**config.mk**
```make
export PLATFORM = sky130hd
export DESIGN_NAME = qsqc_queue_ctrl
export DESIGN_NICKNAME = d
export VERILOG_FILES = /design/src/qsqc_pkg.sv /design/src/qsqc_queue_ctrl.sv /design/src/qsqc_cmd_ram.sv /design/src/qsqc_edge_sync.sv
export SDC_FILE = /design/constraint.sdc
export NUM_CORES = 1
export LEC_CHECK = 0
export ABC_AREA = 1
export ABC_CLOCK_PERIOD_IN_PS = 2700
export BUFFER_PORTS_ARGS = -buffer_cell sky130_fd_sc_hd__buf_2
export CORE_UTILIZATION = 45
export DETAILED_ROUTE_END_ITERATION = 16
export PLACE_DENSITY_LB_ADDON = 0.08
export SYNTH_ARGS = -nofsm -noshare
export SYNTH_HDL_FRONTEND = slang
export SYNTH_SLANG_ARGS = --single-unit
export TNS_END_PERCENT = 100
```
**constraint.sdc**
```tcl
create_clock -name pclk -period 2.7 [get_ports pclk]
set_input_delay 0.27 -clock pclk [delete_from_list [all_inputs] [get_ports pclk]]
set_output_delay 0.27 -clock pclk [all_outputs]
set_load 0.005 [all_outputs]
```
**src/qsqc_pkg.sv**
```systemverilog
// Shared constants, register layouts and state types of the queue controller
package qsqc_pkg;

   // Register byte addresses on APB
   localparam logic [11:0] ADDR_RUN_DELAY = 12'h344;
   localparam logic [11:0] ADDR_WRAP      = 12'h348;
   localparam logic [11:0] ADDR_IRQ       = 12'h34C;
   localparam logic [11:0] ADDR_CMD_BASE  = 12'h380;
   localparam logic [11:0] ADDR_CMD_LAST  = 12'h3BC;

   // Reset values
   localparam logic [15:0] RUN_DELAY_RESET = 16'h0000;
   localparam logic [15:0] WRAP_RESET      = 16'h0000;
   localparam logic [15:0] IRQ_RESET       = 16'h0000;

   // Writable bits of the wrap and interrupt registers
   localparam logic [15:0] WRAP_WR_MASK    = 16'hFF0F;
   localparam logic [15:0] IRQ_ENABLE_MASK = 16'hDD00;
   localparam logic [15:0] IRQ_FLAG_MASK   = 16'h000D;

   // Serial bits per command entry
   localparam int unsigned XFER_BITS = 8;

   // Delay and run control, bit 15 down to bit 0
   typedef struct packed {
      logic       queue_run_enable;
      logic [6:0] cs_to_clock_delay;
      logic [7:0] post_transfer_delay;
   } qsqc_run_delay_t;

   // Wrap control, bit 15 down to bit 0
   typedef struct packed {
      logic       halt_request;
      logic       wraparound_enable;
      logic       wrap_target_select;
      logic       chip_select_idle_level;
      logic [3:0] end_pointer;
      logic [3:0] completed_pointer;
      logic [3:0] start_pointer;
   } qsqc_wrap_t;

   // Interrupt enables and flags, bit 15 down to bit 0
   typedef struct packed {
      logic       collision_bus_error_enable;
      logic       abort_bus_error_enable;
      logic       rsv13;
      logic       abort_lockout;
      logic       collision_irq_enable;
      logic       abort_irq_enable;
      logic       rsv9;
      logic       finished_irq_enable;
      logic [3:0] rsv7_4;
      logic       write_collision_flag;
      logic       abort_flag;
      logic       rsv1;
      logic       finished_flag;
   } qsqc_irq_t;

   // One command entry
   typedef struct packed {
      logic       clock_delay_select;
      logic       post_delay_select;
      logic [1:0] rsv;
      logic [3:0] chip_selects;
   } qsqc_cmd_t;

   // Queue sequencer states
   typedef enum logic [5:0] {
      ST_IDLE   = 6'b000001,
      ST_LOAD   = 6'b000010,
      ST_SELECT = 6'b000100,
      ST_CS_DLY = 6'b001000,
      ST_XFER   = 6'b010000,
      ST_POST   = 6'b100000
   } qsqc_state_e_t;

   // Whole state of the top module
   typedef struct packed {
      qsqc_state_e_t   st;
      qsqc_run_delay_t rd;
      qsqc_wrap_t      wr;
      qsqc_irq_t       iq;
      logic [3:0]      idx;
      logic [7:0]      cnt;
      qsqc_cmd_t       cmd;
      logic [3:0]      cs;
      logic            serial_run;
      logic            irq;
      logic            pready;
      logic            pslverr;
      logic [31:0]     prdata;
   } qsqc_state_t;

endpackage

```
**src/qsqc_queue_ctrl.sv**
```systemverilog
// Queued serial master: run control, delays, queue sequencing and interrupts
//
// Notes on behaviour
// Setting run enable starts executing queue
// Run enable clears itself when queue completes
// Writing run zero aborts unless locked out; errors and is dropped instead if abort bus error enabled
// Software should prefer halt over clearing run
// Clock delay select inserts chip-select-to-clock delay
// Post delay select inserts delay after transfer
// Halt finishes current entry, then stops
// Wraparound off stops at end; on restarts
// Wrap target: entry zero or start pointer
// Idle level sets inactive chip select polarity
// End pointer indexes last queue entry
// Completed pointer tracks last done, read only
// Execution begins at start pointer entry
// Finished flag on end, wrap, halt; W1C
// Abort flag when software clears run; W1C
// Collision flag on write to executing entry
// Abort lock-out blocks software clearing run
// Interrupt when enabled flag is set
// Interrupt register resets to zero
`timescale 1ns/1ps
module qsqc_queue_ctrl #(
   parameter int unsigned BITS_PER_ENTRY = qsqc_pkg::XFER_BITS
) (
   // Clock and reset
   input  wire logic        pclk,
   input  wire logic        presetn,
   // APB slave
   input  wire logic        psel,
   input  wire logic        penable,
   input  wire logic        pwrite,
   input  wire logic [11:0] paddr,
   input  wire logic [31:0] pwdata,
   output logic [31:0]      prdata,
   output logic             pready,
   output logic             pslverr,
   // Serial side
   input  wire logic        link_clk,
   output logic [3:0]       chip_select,
   output logic             serial_run,
   // Interrupt
   output logic             irq
);

   qsqc_pkg::qsqc_state_t r_reg;
   qsqc_pkg::qsqc_state_t r_next;

   logic       link_rise;
   logic [7:0] ram_rdata;
   logic       ram_wr_en;
   logic [3:0] ram_wr_addr;

   // Command window hit
   function automatic logic is_cmd(input logic [11:0] a);
      is_cmd = (a >= qsqc_pkg::ADDR_CMD_BASE) && (a <= qsqc_pkg::ADDR_CMD_LAST)
               && (a[1:0] == 2'h0);
   endfunction

   // Command entry index from address
   function automatic logic [3:0] cmd_index(input logic [11:0] a);
      logic [11:0] off;
      off       = a - qsqc_pkg::ADDR_CMD_BASE;
      cmd_index = off[5:2];
   endfunction

   // Pin level of the chip selects for an entry
   function automatic logic [3:0] cs_level(input logic idle_hi, input logic [3:0] sel);
      cs_level = idle_hi ? ~sel : sel;
   endfunction

   // Link clock enters through two flops before any edge logic
   qsqc_edge_sync u_link_sync (
      .pclk     (pclk),
      .presetn  (presetn),
      .async_in (link_clk),
      .rise     (link_rise)
   );

   // Command entries, read at the executing index
   qsqc_cmd_ram #(
      .DEPTH (16),
      .AW    (4)
   ) u_cmd_ram (
      .pclk    (pclk),
      .presetn (presetn),
      .wr_en   (ram_wr_en),
      .wr_addr (ram_wr_addr),
      .wr_data (pwdata[7:0]),
      .rd_addr (r_reg.idx),
      .rd_data (ram_rdata)
   );

   logic setup;
   logic access;
   logic busy;
   logic collide;
   logic hit_rd;
   logic hit_wr;
   logic hit_iq;
   logic hit_cmd;
   logic clear_try;

   // Bus phase and decode terms
   always_comb
   begin
      setup     = psel & ~penable;
      access    = psel & penable & r_reg.pready;
      busy      = (r_reg.st != qsqc_pkg::ST_IDLE);
      hit_rd    = (paddr == qsqc_pkg::ADDR_RUN_DELAY);
      hit_wr    = (paddr == qsqc_pkg::ADDR_WRAP);
      hit_iq    = (paddr == qsqc_pkg::ADDR_IRQ);
      hit_cmd   = is_cmd(paddr);
      collide   = hit_cmd & pwrite & busy & (cmd_index(paddr) == r_reg.idx);
      clear_try = hit_rd & pwrite & ~pwdata[15] & r_reg.rd.queue_run_enable;
   end

   // Command memory write; an erroring write is dropped
   assign ram_wr_en   = access & pwrite & hit_cmd & ~r_reg.pslverr;
   assign ram_wr_addr = cmd_index(paddr);

   // Next state: sequencer first, then bus effects, flag sets last so they win
   always_comb
   begin
      logic fin_set;
      logic abort_set;
      logic coll_set;
      fin_set   = 1'b0;
      abort_set = 1'b0;
      coll_set  = 1'b0;
      r_next    = r_reg;
      r_next.pready  = 1'b0;
      r_next.pslverr = 1'b0;

      // Queue sequencer
      case (r_reg.st)
         qsqc_pkg::ST_IDLE:
         begin
            r_next.cs         = {4{r_reg.wr.chip_select_idle_level}};
            r_next.serial_run = 1'b0;
            if (r_reg.rd.queue_run_enable)
            begin
               r_next.idx = r_reg.wr.start_pointer;
               r_next.st  = qsqc_pkg::ST_LOAD;
            end
         end
         qsqc_pkg::ST_LOAD:
         begin
            // Memory read data is valid one cycle later
            r_next.st = qsqc_pkg::ST_SELECT;
         end
         qsqc_pkg::ST_SELECT:
         begin
            r_next.cmd = qsqc_pkg::qsqc_cmd_t'(ram_rdata);
            r_next.cs  = cs_level(r_reg.wr.chip_select_idle_level, ram_rdata[3:0]);
            r_next.cnt = ram_rdata[7] ? {1'b0, r_reg.rd.cs_to_clock_delay} : 8'h00;
            r_next.st  = qsqc_pkg::ST_CS_DLY;
         end
         qsqc_pkg::ST_CS_DLY:
         begin
            if (r_reg.cnt == 8'h00)
            begin
               r_next.st         = qsqc_pkg::ST_XFER;
               r_next.serial_run = 1'b1;
            end
            else
            begin
               r_next.cnt = r_reg.cnt - 8'h01;
            end
         end
         qsqc_pkg::ST_XFER:
         begin
            // Each sampled rising link edge is one serial bit
            if (link_rise)
            begin
               if (r_reg.cnt == 8'(BITS_PER_ENTRY - 1))
               begin
                  r_next.serial_run = 1'b0;
                  r_next.cnt = r_reg.cmd.post_delay_select
                               ? r_reg.rd.post_transfer_delay : 8'h00;
                  r_next.st  = qsqc_pkg::ST_POST;
               end
               else
               begin
                  r_next.cnt = r_reg.cnt + 8'h01;
               end
            end
         end
         qsqc_pkg::ST_POST:
         begin
            if (r_reg.cnt != 8'h00)
            begin
               r_next.cnt = r_reg.cnt - 8'h01;
            end
            else
            begin
               // Entry complete
               r_next.wr.completed_pointer = r_reg.idx;
               r_next.cs = {4{r_reg.wr.chip_select_idle_level}};
               r_next.cnt = 8'h00;
               if (r_reg.wr.halt_request)
               begin
                  fin_set = 1'b1;
                  r_next.rd.queue_run_enable = 1'b0;
                  r_next.st = qsqc_pkg::ST_IDLE;
               end
               else if (r_reg.idx == r_reg.wr.end_pointer)
               begin
                  fin_set = 1'b1;
                  if (r_reg.wr.wraparound_enable)
                  begin
                     r_next.idx = r_reg.wr.wrap_target_select
                                  ? r_reg.wr.start_pointer : 4'h0;
                     r_next.st  = qsqc_pkg::ST_LOAD;
                  end
                  else
                  begin
                     r_next.rd.queue_run_enable = 1'b0;
                     r_next.st = qsqc_pkg::ST_IDLE;
                  end
               end
               else
               begin
                  // Index wraps past entry 15 naturally
                  r_next.idx = r_reg.idx + 4'h1;
                  r_next.st  = qsqc_pkg::ST_LOAD;
               end
            end
         end
         default:
         begin
            r_next.st = qsqc_pkg::ST_IDLE;
         end
      endcase

      // Setup cycle: prepare answer so the access phase has no wait state
      if (setup)
      begin
         r_next.pready = 1'b1;
         r_next.prdata = 32'h0000_0000;
         if (hit_rd)
         begin
            r_next.prdata[15:0] = r_reg.rd;
         end
         else if (hit_wr)
         begin
            r_next.prdata[15:0] = r_reg.wr;
         end
         else if (hit_iq)
         begin
            r_next.prdata[15:0] = r_reg.iq;
         end
         // Command window reads as zero; the memory port serves the sequencer
         r_next.pslverr = ~(hit_rd | hit_wr | hit_iq | hit_cmd)
                          | (collide & r_reg.iq.collision_bus_error_enable)
                          | (clear_try & busy & ~r_reg.iq.abort_lockout
                             & r_reg.iq.abort_bus_error_enable);
      end

      // Access phase: writes and read side effects take place here
      if (access)
      begin
         if (pwrite & collide)
         begin
            coll_set = 1'b1;
         end
         if (pwrite & hit_rd & ~r_reg.pslverr)
         begin
            r_next.rd.cs_to_clock_delay   = pwdata[14:8];
            r_next.rd.post_transfer_delay = pwdata[7:0];
            if (pwdata[15])
            begin
               r_next.rd.queue_run_enable = 1'b1;
            end
            else if (~r_reg.iq.abort_lockout)
            begin
               r_next.rd.queue_run_enable = 1'b0;
               r_next.st         = qsqc_pkg::ST_IDLE;
               r_next.serial_run = 1'b0;
               r_next.cs         = {4{r_reg.wr.chip_select_idle_level}};
               abort_set         = r_reg.rd.queue_run_enable;
            end
         end
         if (pwrite & hit_wr)
         begin
            // Completed pointer ignores writes
            r_next.wr = qsqc_pkg::qsqc_wrap_t'((pwdata[15:0] & qsqc_pkg::WRAP_WR_MASK)
                        | ({8'h00, r_next.wr.completed_pointer, 4'h0}
                           & ~qsqc_pkg::WRAP_WR_MASK));
         end
         if (pwrite & hit_iq)
         begin
            // Enables take the written value, flags clear where a one is written
            r_next.iq = qsqc_pkg::qsqc_irq_t'((pwdata[15:0] & qsqc_pkg::IRQ_ENABLE_MASK)
                        | (r_reg.iq & qsqc_pkg::IRQ_FLAG_MASK & ~pwdata[15:0]));
         end
         if (~pwrite & hit_iq)
         begin
            // A read clears only the flags it returned, so a late set is not lost
            r_next.iq = qsqc_pkg::qsqc_irq_t'(r_reg.iq
                        & ~(r_reg.prdata[15:0] & qsqc_pkg::IRQ_FLAG_MASK));
         end
      end

      // Hardware sets beat a same-cycle clear
      if (fin_set)
      begin
         r_next.iq.finished_flag = 1'b1;
      end
      if (abort_set)
      begin
         r_next.iq.abort_flag = 1'b1;
      end
      if (coll_set)
      begin
         r_next.iq.write_collision_flag = 1'b1;
      end

      // Level interrupt from the flags that will be held next cycle
      r_next.irq = (r_next.iq.finished_flag & r_next.iq.finished_irq_enable)
                   | (r_next.iq.abort_flag & r_next.iq.abort_irq_enable)
                   | (r_next.iq.write_collision_flag
                      & r_next.iq.collision_irq_enable);
   end

   // State register; chip selects start idle low, matching the reset idle level
   always_ff @(posedge pclk or negedge presetn)
   begin
      if (!presetn)
      begin
         r_reg    <= '0;
         r_reg.st <= qsqc_pkg::ST_IDLE;
         r_reg.rd <= qsqc_pkg::qsqc_run_delay_t'(qsqc_pkg::RUN_DELAY_RESET);
         r_reg.wr <= qsqc_pkg::qsqc_wrap_t'(qsqc_pkg::WRAP_RESET);
         r_reg.iq <= qsqc_pkg::qsqc_irq_t'(qsqc_pkg::IRQ_RESET);
      end
      else
      begin
         r_reg <= r_next;
      end
   end

   // Outputs straight from the state flops
   assign prdata      = r_reg.prdata;
   assign pready      = r_reg.pready;
   assign pslverr     = r_reg.pslverr;
   assign chip_select = r_reg.cs;
   assign serial_run  = r_reg.serial_run;
   assign irq         = r_reg.irq;

endmodule

```
**src/qsqc_cmd_ram.sv**
```systemverilog
// Command entry memory with registered read data
`timescale 1ns/1ps
module qsqc_cmd_ram #(
   parameter int unsigned DEPTH = 16,
   parameter int unsigned AW    = 4
) (
   // Clock and reset
   input  wire logic          pclk,
   input  wire logic          presetn,
   // Write port
   input  wire logic          wr_en,
   input  wire logic [AW-1:0] wr_addr,
   input  wire logic [7:0]    wr_data,
   // Read port
   input  wire logic [AW-1:0] rd_addr,
   output logic [7:0]         rd_data
);

   logic [7:0] mem [DEPTH];

   // Storage has no reset; software loads entries before starting
   always_ff @(posedge pclk)
   begin
      if (wr_en)
      begin
         mem[wr_addr] <= wr_data;
      end
   end

   // Read data always from a flop, one cycle after the address
   always_ff @(posedge pclk or negedge presetn)
   begin
      if (!presetn)
      begin
         rd_data <= 8'h00;
      end
      else
      begin
         rd_data <= mem[rd_addr];
      end
   end

endmodule

```
**src/qsqc_edge_sync.sv**
```systemverilog
// Two-flop synchroniser with rising edge detector for the link clock
`timescale 1ns/1ps
module qsqc_edge_sync (
   // Clock and reset
   input  wire logic pclk,
   input  wire logic presetn,
   // Asynchronous level and its detected rising edge
   input  wire logic async_in,
   output logic      rise
);

   typedef struct packed {
      logic meta;
      logic sync;
      logic last;
      logic rise;
   } qsqc_sync_t;

   qsqc_sync_t r_reg;
   qsqc_sync_t r_next;

   // Only the second stage and later are looked at
   always_comb
   begin
      r_next      = r_reg;
      r_next.meta = async_in;
      r_next.sync = r_reg.meta;
      r_next.last = r_reg.sync;
      r_next.rise = r_reg.sync & ~r_reg.last;
   end

   // State register
   always_ff @(posedge pclk or negedge presetn)
   begin
      if (!presetn)
      begin
         r_reg <= '0;
      end
      else
      begin
         r_reg <= r_next;
      end
   end

   assign rise = r_reg.rise;

endmodule

```
# == Yosys cells after proc, flatten, opt, wreduce, memory -nomap -nowiden ==
# Memories as Yosys holds them, arrays and structs flattened. A register that Yosys moved wholly into a read port is not among the register bits.
# Cells that the tools add are included.
# word_totals
output_inout_bits,40
ramBits,128
word_cells,189
reg_bits,95
latch_bits,0
in_bits,50
rom_bits,0
n_memories,1
# op_classes
bitwise_logic,46
shift,0
addsub,4
n_mux,66
div_mod_pow,0
eq_ne,19
n_mul,0
n_lt_le_gt_ge,2
reduce_logical,14
# mem_list
memory,depth,width,rd,rd_clocked_by_memory_dff,wr,line,text
u_cmd_ram.mem,16,8,1,1,1,qsqc_cmd_ram.sv:19,logic [7:0] mem [DEPTH];
# op_table
operator,n
$mux 16,6
$mux 54,1
$mux 4,10
$mux 8,5
$eq 12x10->1 const B,3
$pmux 6 s6,1
$mux 34,1
$pmux 8 s4,1
$mux 6,5
$mux 7,4
$and 1x1->1,25
$mux 1,22
$mux 22,1
$mux 5,4
$and 16x16->16,1
$and 4x16->16,1
$not 16->16,1
$not 4->16,1
$or 16x16->16,1
$or 16x8->16,1
$ge 12x10->1 const B,1
$le 12x10->1 const B,1
$pmux 4 s3,1
$add 8x1->8 const B,1
other kinds (31),52

# == Depth between registers and ports, before layout ==
# logic_depth
depth_word,13
depth_mapped,12

# == Cells and area by module ==
# Synthesis repeated with hierarchy kept, for this count alone.
# hier_totals
cells_unflattened,1254
hier_area_um2,11303.3
# by_module_without_submodules
module,seq_area_each_um2,area_each_um2,cells_per_inst,n_inst
qsqc_cmd_ram,4043.9,5813.1,551,1
qsqc_queue_ctrl,2278.4,5380.2,697,1
qsqc_edge_sync,100.1,110.1,6,1

# == Worst setup path before layout ==
# No wires, ideal clock.
# synth_timing
path_type,input port to flip-flop
startpoint,input port paddr[10]
endpoint,"memory u_cmd_ram.mem[12][0], enable pin"
stages,7
required_ns,2.350
setup_slack_ns,0.875
t_arrival_ns,1.475
cell_sequence,nor2_1 > nand2_1 > nor3_1 > nand2_1 > inv_1 > nand3_1 > nor2_1
# synth_between
elab_chain_cells,7
# synth_rtl
item,line,text
start: declaration,qsqc_queue_ctrl.sv:34,"input wire logic [11:0] paddr,"
$ge 12x10->1 / $le 12x10->1 (equally long branches),qsqc_queue_ctrl.sv:57,is_cmd = (a >= qsqc_pkg::ADDR_CMD_BASE) && (a <= qsqc_pkg::ADDR_CMD_LAST)
$logic_and 1x1->1 (*),qsqc_queue_ctrl.sv:57,
$logic_and 1x1->1 (*),qsqc_queue_ctrl.sv:58,&& (a[1:0] == 2'h0);
$and 1x1->1 (*) (2 in series),qsqc_queue_ctrl.sv:120,assign ram_wr_en = access & pwrite & hit_cmd & ~r_reg.pslverr;
$mux 1 (*),qsqc_cmd_ram.sv:24,if (wr_en)
$mux 1 (implied by the code) (*),qsqc_cmd_ram.sv:26,mem[wr_addr] <= wr_data;
end: declaration,qsqc_cmd_ram.sv:19,
# Every way passes the cells marked *; elsewhere a longest branch is shown, timed or not.

# == Worst setup path in the final report ==
# layout_timing
startpoint,register r_reg (netlist bit pready)
endpoint,"memory u_cmd_ram.mem[10][2], enable pin"
# layout_between
elab_chain_cells,6
# layout_rtl
item,line,text
start: declaration,qsqc_queue_ctrl.sv:47,qsqc_pkg::qsqc_state_t r_reg;
start signal: assignment,qsqc_queue_ctrl.sv:340,r_reg <= r_next;
$and 1x1->1,qsqc_queue_ctrl.sv:109,access = psel & penable & r_reg.pready;
$and 1x1->1 (3 in series),qsqc_queue_ctrl.sv:120,
$mux 1,qsqc_cmd_ram.sv:24,
$mux 1 (implied by the code),qsqc_cmd_ram.sv:26,
# No other way between the ends.

==> results.md <==
Run status:
- The run finished with clean final reports.

Timing:
- The total of endpoints with negative setup slack in the final report is 0.
- Setup repair after global routing left no endpoint under its margin.
- Based on the critical path, the design can be clocked at up to 478 MHz.
- Final hold analysis gives a worst-case slack of approximately 0.046 ns.
- The total count of hold-check failures in the final report was 0.
- The measured slew at the worst slew-check pin is around 0.74 ns.
- Of the available clock period, the critical path in the final layout requires between 70% and 80%.
- On the final layout, the worst clock skew is 0.0117 ns.
- The final-layout setup total negative slack is 0 ns.
- The worst pin sits at a relative slew slack of around half.
- For the finished layout, the period the worst path requires is 2.09 ns.
- The final max-slew violation count is 0.

Setup path:
- The critical path is of the reg -> reg type.
- STA classifies the critical path endpoint as a flop.
- The origin of the worst setup path is pready.
- The launching element type of the critical path is a flop.
- The signal on the critical path passes through nand3_1 -> nor2_1 -> nand2_1 -> inv_1 -> nand3_1 -> nor2_1.
- Following the worst setup path forward leads to its endpoint at u_cmd_ram.mem[10][2].
- The capture point of the worst reg-to-reg path is u_cmd_ram.mem[10][2].
- The reg-to-reg setup timing slack is 0.61 ns.
- For this run, the slowest stage of the critical path takes 0.46 ns.
- The instance count on the critical path is 6.
- The number of buffers and inverters on the critical path is 1.
- For the worst setup path, the data required time is 2.78 ns.
- The highest net fanout along the worst path is 6.
- The cell family contributing the most delay on the critical path is simple AND/OR/NAND/NOR gates.
- The length in cells of the worst reg-to-reg path is 6.
- The data arrival time of the critical path is between 2 and 2.5 ns.
- The worst reg2reg path startpoint is pready.
- The library cell contributing the largest single delay on the critical path is nor2_1.

Clocking:
- The clock tree from TritonCTS is built.
- The clock drives 197 sinks.
- The tree is rooted in a clkbuf_16.
- The clock passes through at most 2 buffers.
- The count of H-tree levels built during CTS is 4.
- The number of buffers inserted during clock tree synthesis is 17.
- The clock latency at the later pin of the worst-skew pair is 0.44 ns.
- After clock tree synthesis, the clock-pin slew on the worst setup and hold paths is 0.08 ns.

Global routing:
- The peak-usage layer in the global routing report is met2.
- Entering global routing, the biggest net connects 42 pins.
- For met1 alone, demand over resource in global routing was 34.2%.
- The met2 usage is between 30% and 40%.
- The first global-routing pass estimated about 37 mm of wire.
- The number of global-route vias before repair is between 6k and 7k.
- Global routing used a little under a quarter of the available tracks across all layers.
- The routing usage on met3 is 3.49%.
- The number of antenna violations at the first check in global routing came to 0.
- The total congestion overflow is 0.

Synthesis:
- The top cell type's share of synthesized area is a little under a third.
- Counting flops with a built-in enable in the synthesized netlist gives 96.
- Counting flops with an async set or reset pin after synthesis yields a share of 51.3%.
- By count the netlist is led by nand2_1, dfrtp_1, edfxtp_1.
- During synthesis, Yosys emitted a total of 0 warnings.
- The cell with the most instances after synthesis is nand2_1.
- The post-synthesis average cell area is 9.47 µm².
- The most common flop cell mapped by yosys is dfrtp_1.
- Summed over all instances, the cell type with the most area after synthesis is edfxtp_1.
- Synthesis handed over a netlist of 1005 instances.
- The synthesized netlist contains 45 unique library cells.
- Sorting the synthesized cells by area gives the leading types as edfxtp_1, dfrtp_1, nand2_1.
- The synthesized design contains 197 register bits.
- The sequential area share after synthesis is between 50% and 60%.
- The synthesized netlist occupies a cell area of 9510 µm².

Drt:
- After detailed routing, the average wire length per cell comes to 17.8 µm.
- The detailed-router iteration count before antenna repair is 5.
- The routed design has 23.8 mm of wire.
- The number of design-rule violations left by the first detailed-router iteration is 429.
- Once detail routing completed, the nets flagged for antenna violations numbered 0.
- In the routed layout, each cell is associated on average with a via count of 5.19.
- In the routed design, unresolved DRC markers number 0.
- The final route contains about 6.9k vias.

Cells and area:
- The synthesis-to-finish area growth is 11.1%.
- Summing all multi-input logic gate instances after layout gives 3350 µm².
- The number of flip-flops in the largest register is between 90 and 100.
- For this run, the share of the core covered by cells in the final layout is approximately half.
- The filler cells instantiated in the layout total 1950.
- The sequential cells in the finished layout cover a total of 5410 µm².
- The fraction of final layout cells sized beyond drive strength 1 is 15.3%.
- After routing the design area is 10600 µm².
- The final antenna diode count is 0.
- The final layout contains 1108 nets.

Floorplan:
- The floorplan die width is roughly 150 µm.
- In this run the core area contains 52 standard-cell rows.
- The initial utilization of the core area, before any placement, comes to 46.4%.
- Pin placement for this block handled 90 I/O pins.
- The full die area is 21700 µm².
- The floorplan step defined a core boundary enclosing 20500 µm².
- The die is 147 µm tall.

Hold path:
- The startpoint identified for the worst hold timing path is pwdata[4].
- The worst min-delay path category is in -> reg.

Pwr:
- Dividing total power by cell area gives a power density of 640 nW/µm².
- Summed over all cells, the static leakage comes to 0.00493 µW.
- Across the VDD grid, the largest voltage drop is 0.373 mV.

Placement:
- The congestion estimate from routability-driven global placement came to roughly 0.86.
- Detailed placement finished with a half-perimeter wire length of 16.9 mm.
- The placement-stage cell area is 9970 µm².
- The total of buffers placed on input and output ports is 57.

Run:
- The count of maximum capacitance violations is 0.
[how the worst min path moves through the flow]
stage | endpoint | slack [ns] | depth (start not counted)
finish | r_reg[96] | 0.05 | 2
global route | r_reg[96] | 0.05 | 2
CTS | r_reg[96] | 0.04 | 2
detailed placement | chip_select[2] | 0.27 | 1
global placement | chip_select[2] | 0.27 | 1
floorplan | async pin | -0.03 | 0
[final cells by class]
type                            count  area share [%]
Clock buffer                       17            4.03
Inverter                          105            3.75
Multi-Input combinational cell    652            31.7
Sequential cell                   197            51.2
Tap cell                          270            3.20
Timing Repair Buffer               82            4.67
Clock inverter                     15            1.46
[layer usage]
metal | part of all wire (%) | vias up
met5 | 0 | -
met4 | 1.1 | 0
met3 | 4.2 | 21
met2 | 45 | 157
met1 | 50 | 3361
li1 | - | 3404
[per-stage QoR]
stage               power [µW]  std cells  setup slack, ns
floorplan                 4100       1020            0.875
global placement          4330       1304            0.434
detailed placement        4340       1304            0.334
CTS                       6810       1338            0.592
global route              7060       1338            0.429
finish                    6760       1338            0.608
[power by group]
part / internal, µW / switching, µW
Combinational: 301 / 606
Clock: 1240 / 1240
Sequential: 3260 / 116
Total: 4800 / 1970
[worst register-to-register path: stages (launching register included)]
cell and delay, ns:
dfrtp_1 0.35, nand3_1 0.17, nor2_1 0.26, nand2_1 0.12, inv_1 0.13, nand3_1 0.23
nor2_1 0.46
[kinds of logic (layout without fill, tap and decap cells)]
logic type | after synthesis | count (layout) | synth area share [%]
adder cells (fa/ha/maj) | 3 | 3 | 0.395
XOR/XNOR | 14 | 14 | 1.29
multiplexers | 22 | 22 | 2.46
other | 1 | 16 | 0.0394
buffers and inverters | 171 | 219 | 8.52
flip-flops | 197 | 197 | 56.9
AND/OR/NAND/NOR | 464 | 464 | 22.0
AO/OA/AOI/OAI | 133 | 133 | 8.43
[placed cells by master, fill, tap and decap left out, types with 3 or more instances in the layout]
master	instances
nand2_1	264
dfrtp_1	100
edfxtp_1	96
inv_1	92
nor2_1	75
nand3_1	71
buf_2	56
a21oi_1	45
o21ai_0	43
buf_4	23
clkbuf_16	17
o221ai_1	16
nand4_1	16
conb_1	16
xor2_1	12
inv_2	12
o211ai_1	11
mux2i_1	11
mux2_1	10
nor2_4	7
a211oi_1	6
o22ai_1	6
nand2_2	6
nor2_2	6
inv_8	5
nor3_1	4
inv_6	4
nor3_4	3
nand4_2	3
ha_1	3
[repair_timing]
item	CTS	global route
endpoints found under the hold margin	36	0
hold buffers	2	0
setup buffers	0	0
resized for setup	0	0
No activity file was read; power rests on OpenSTA's default activity.
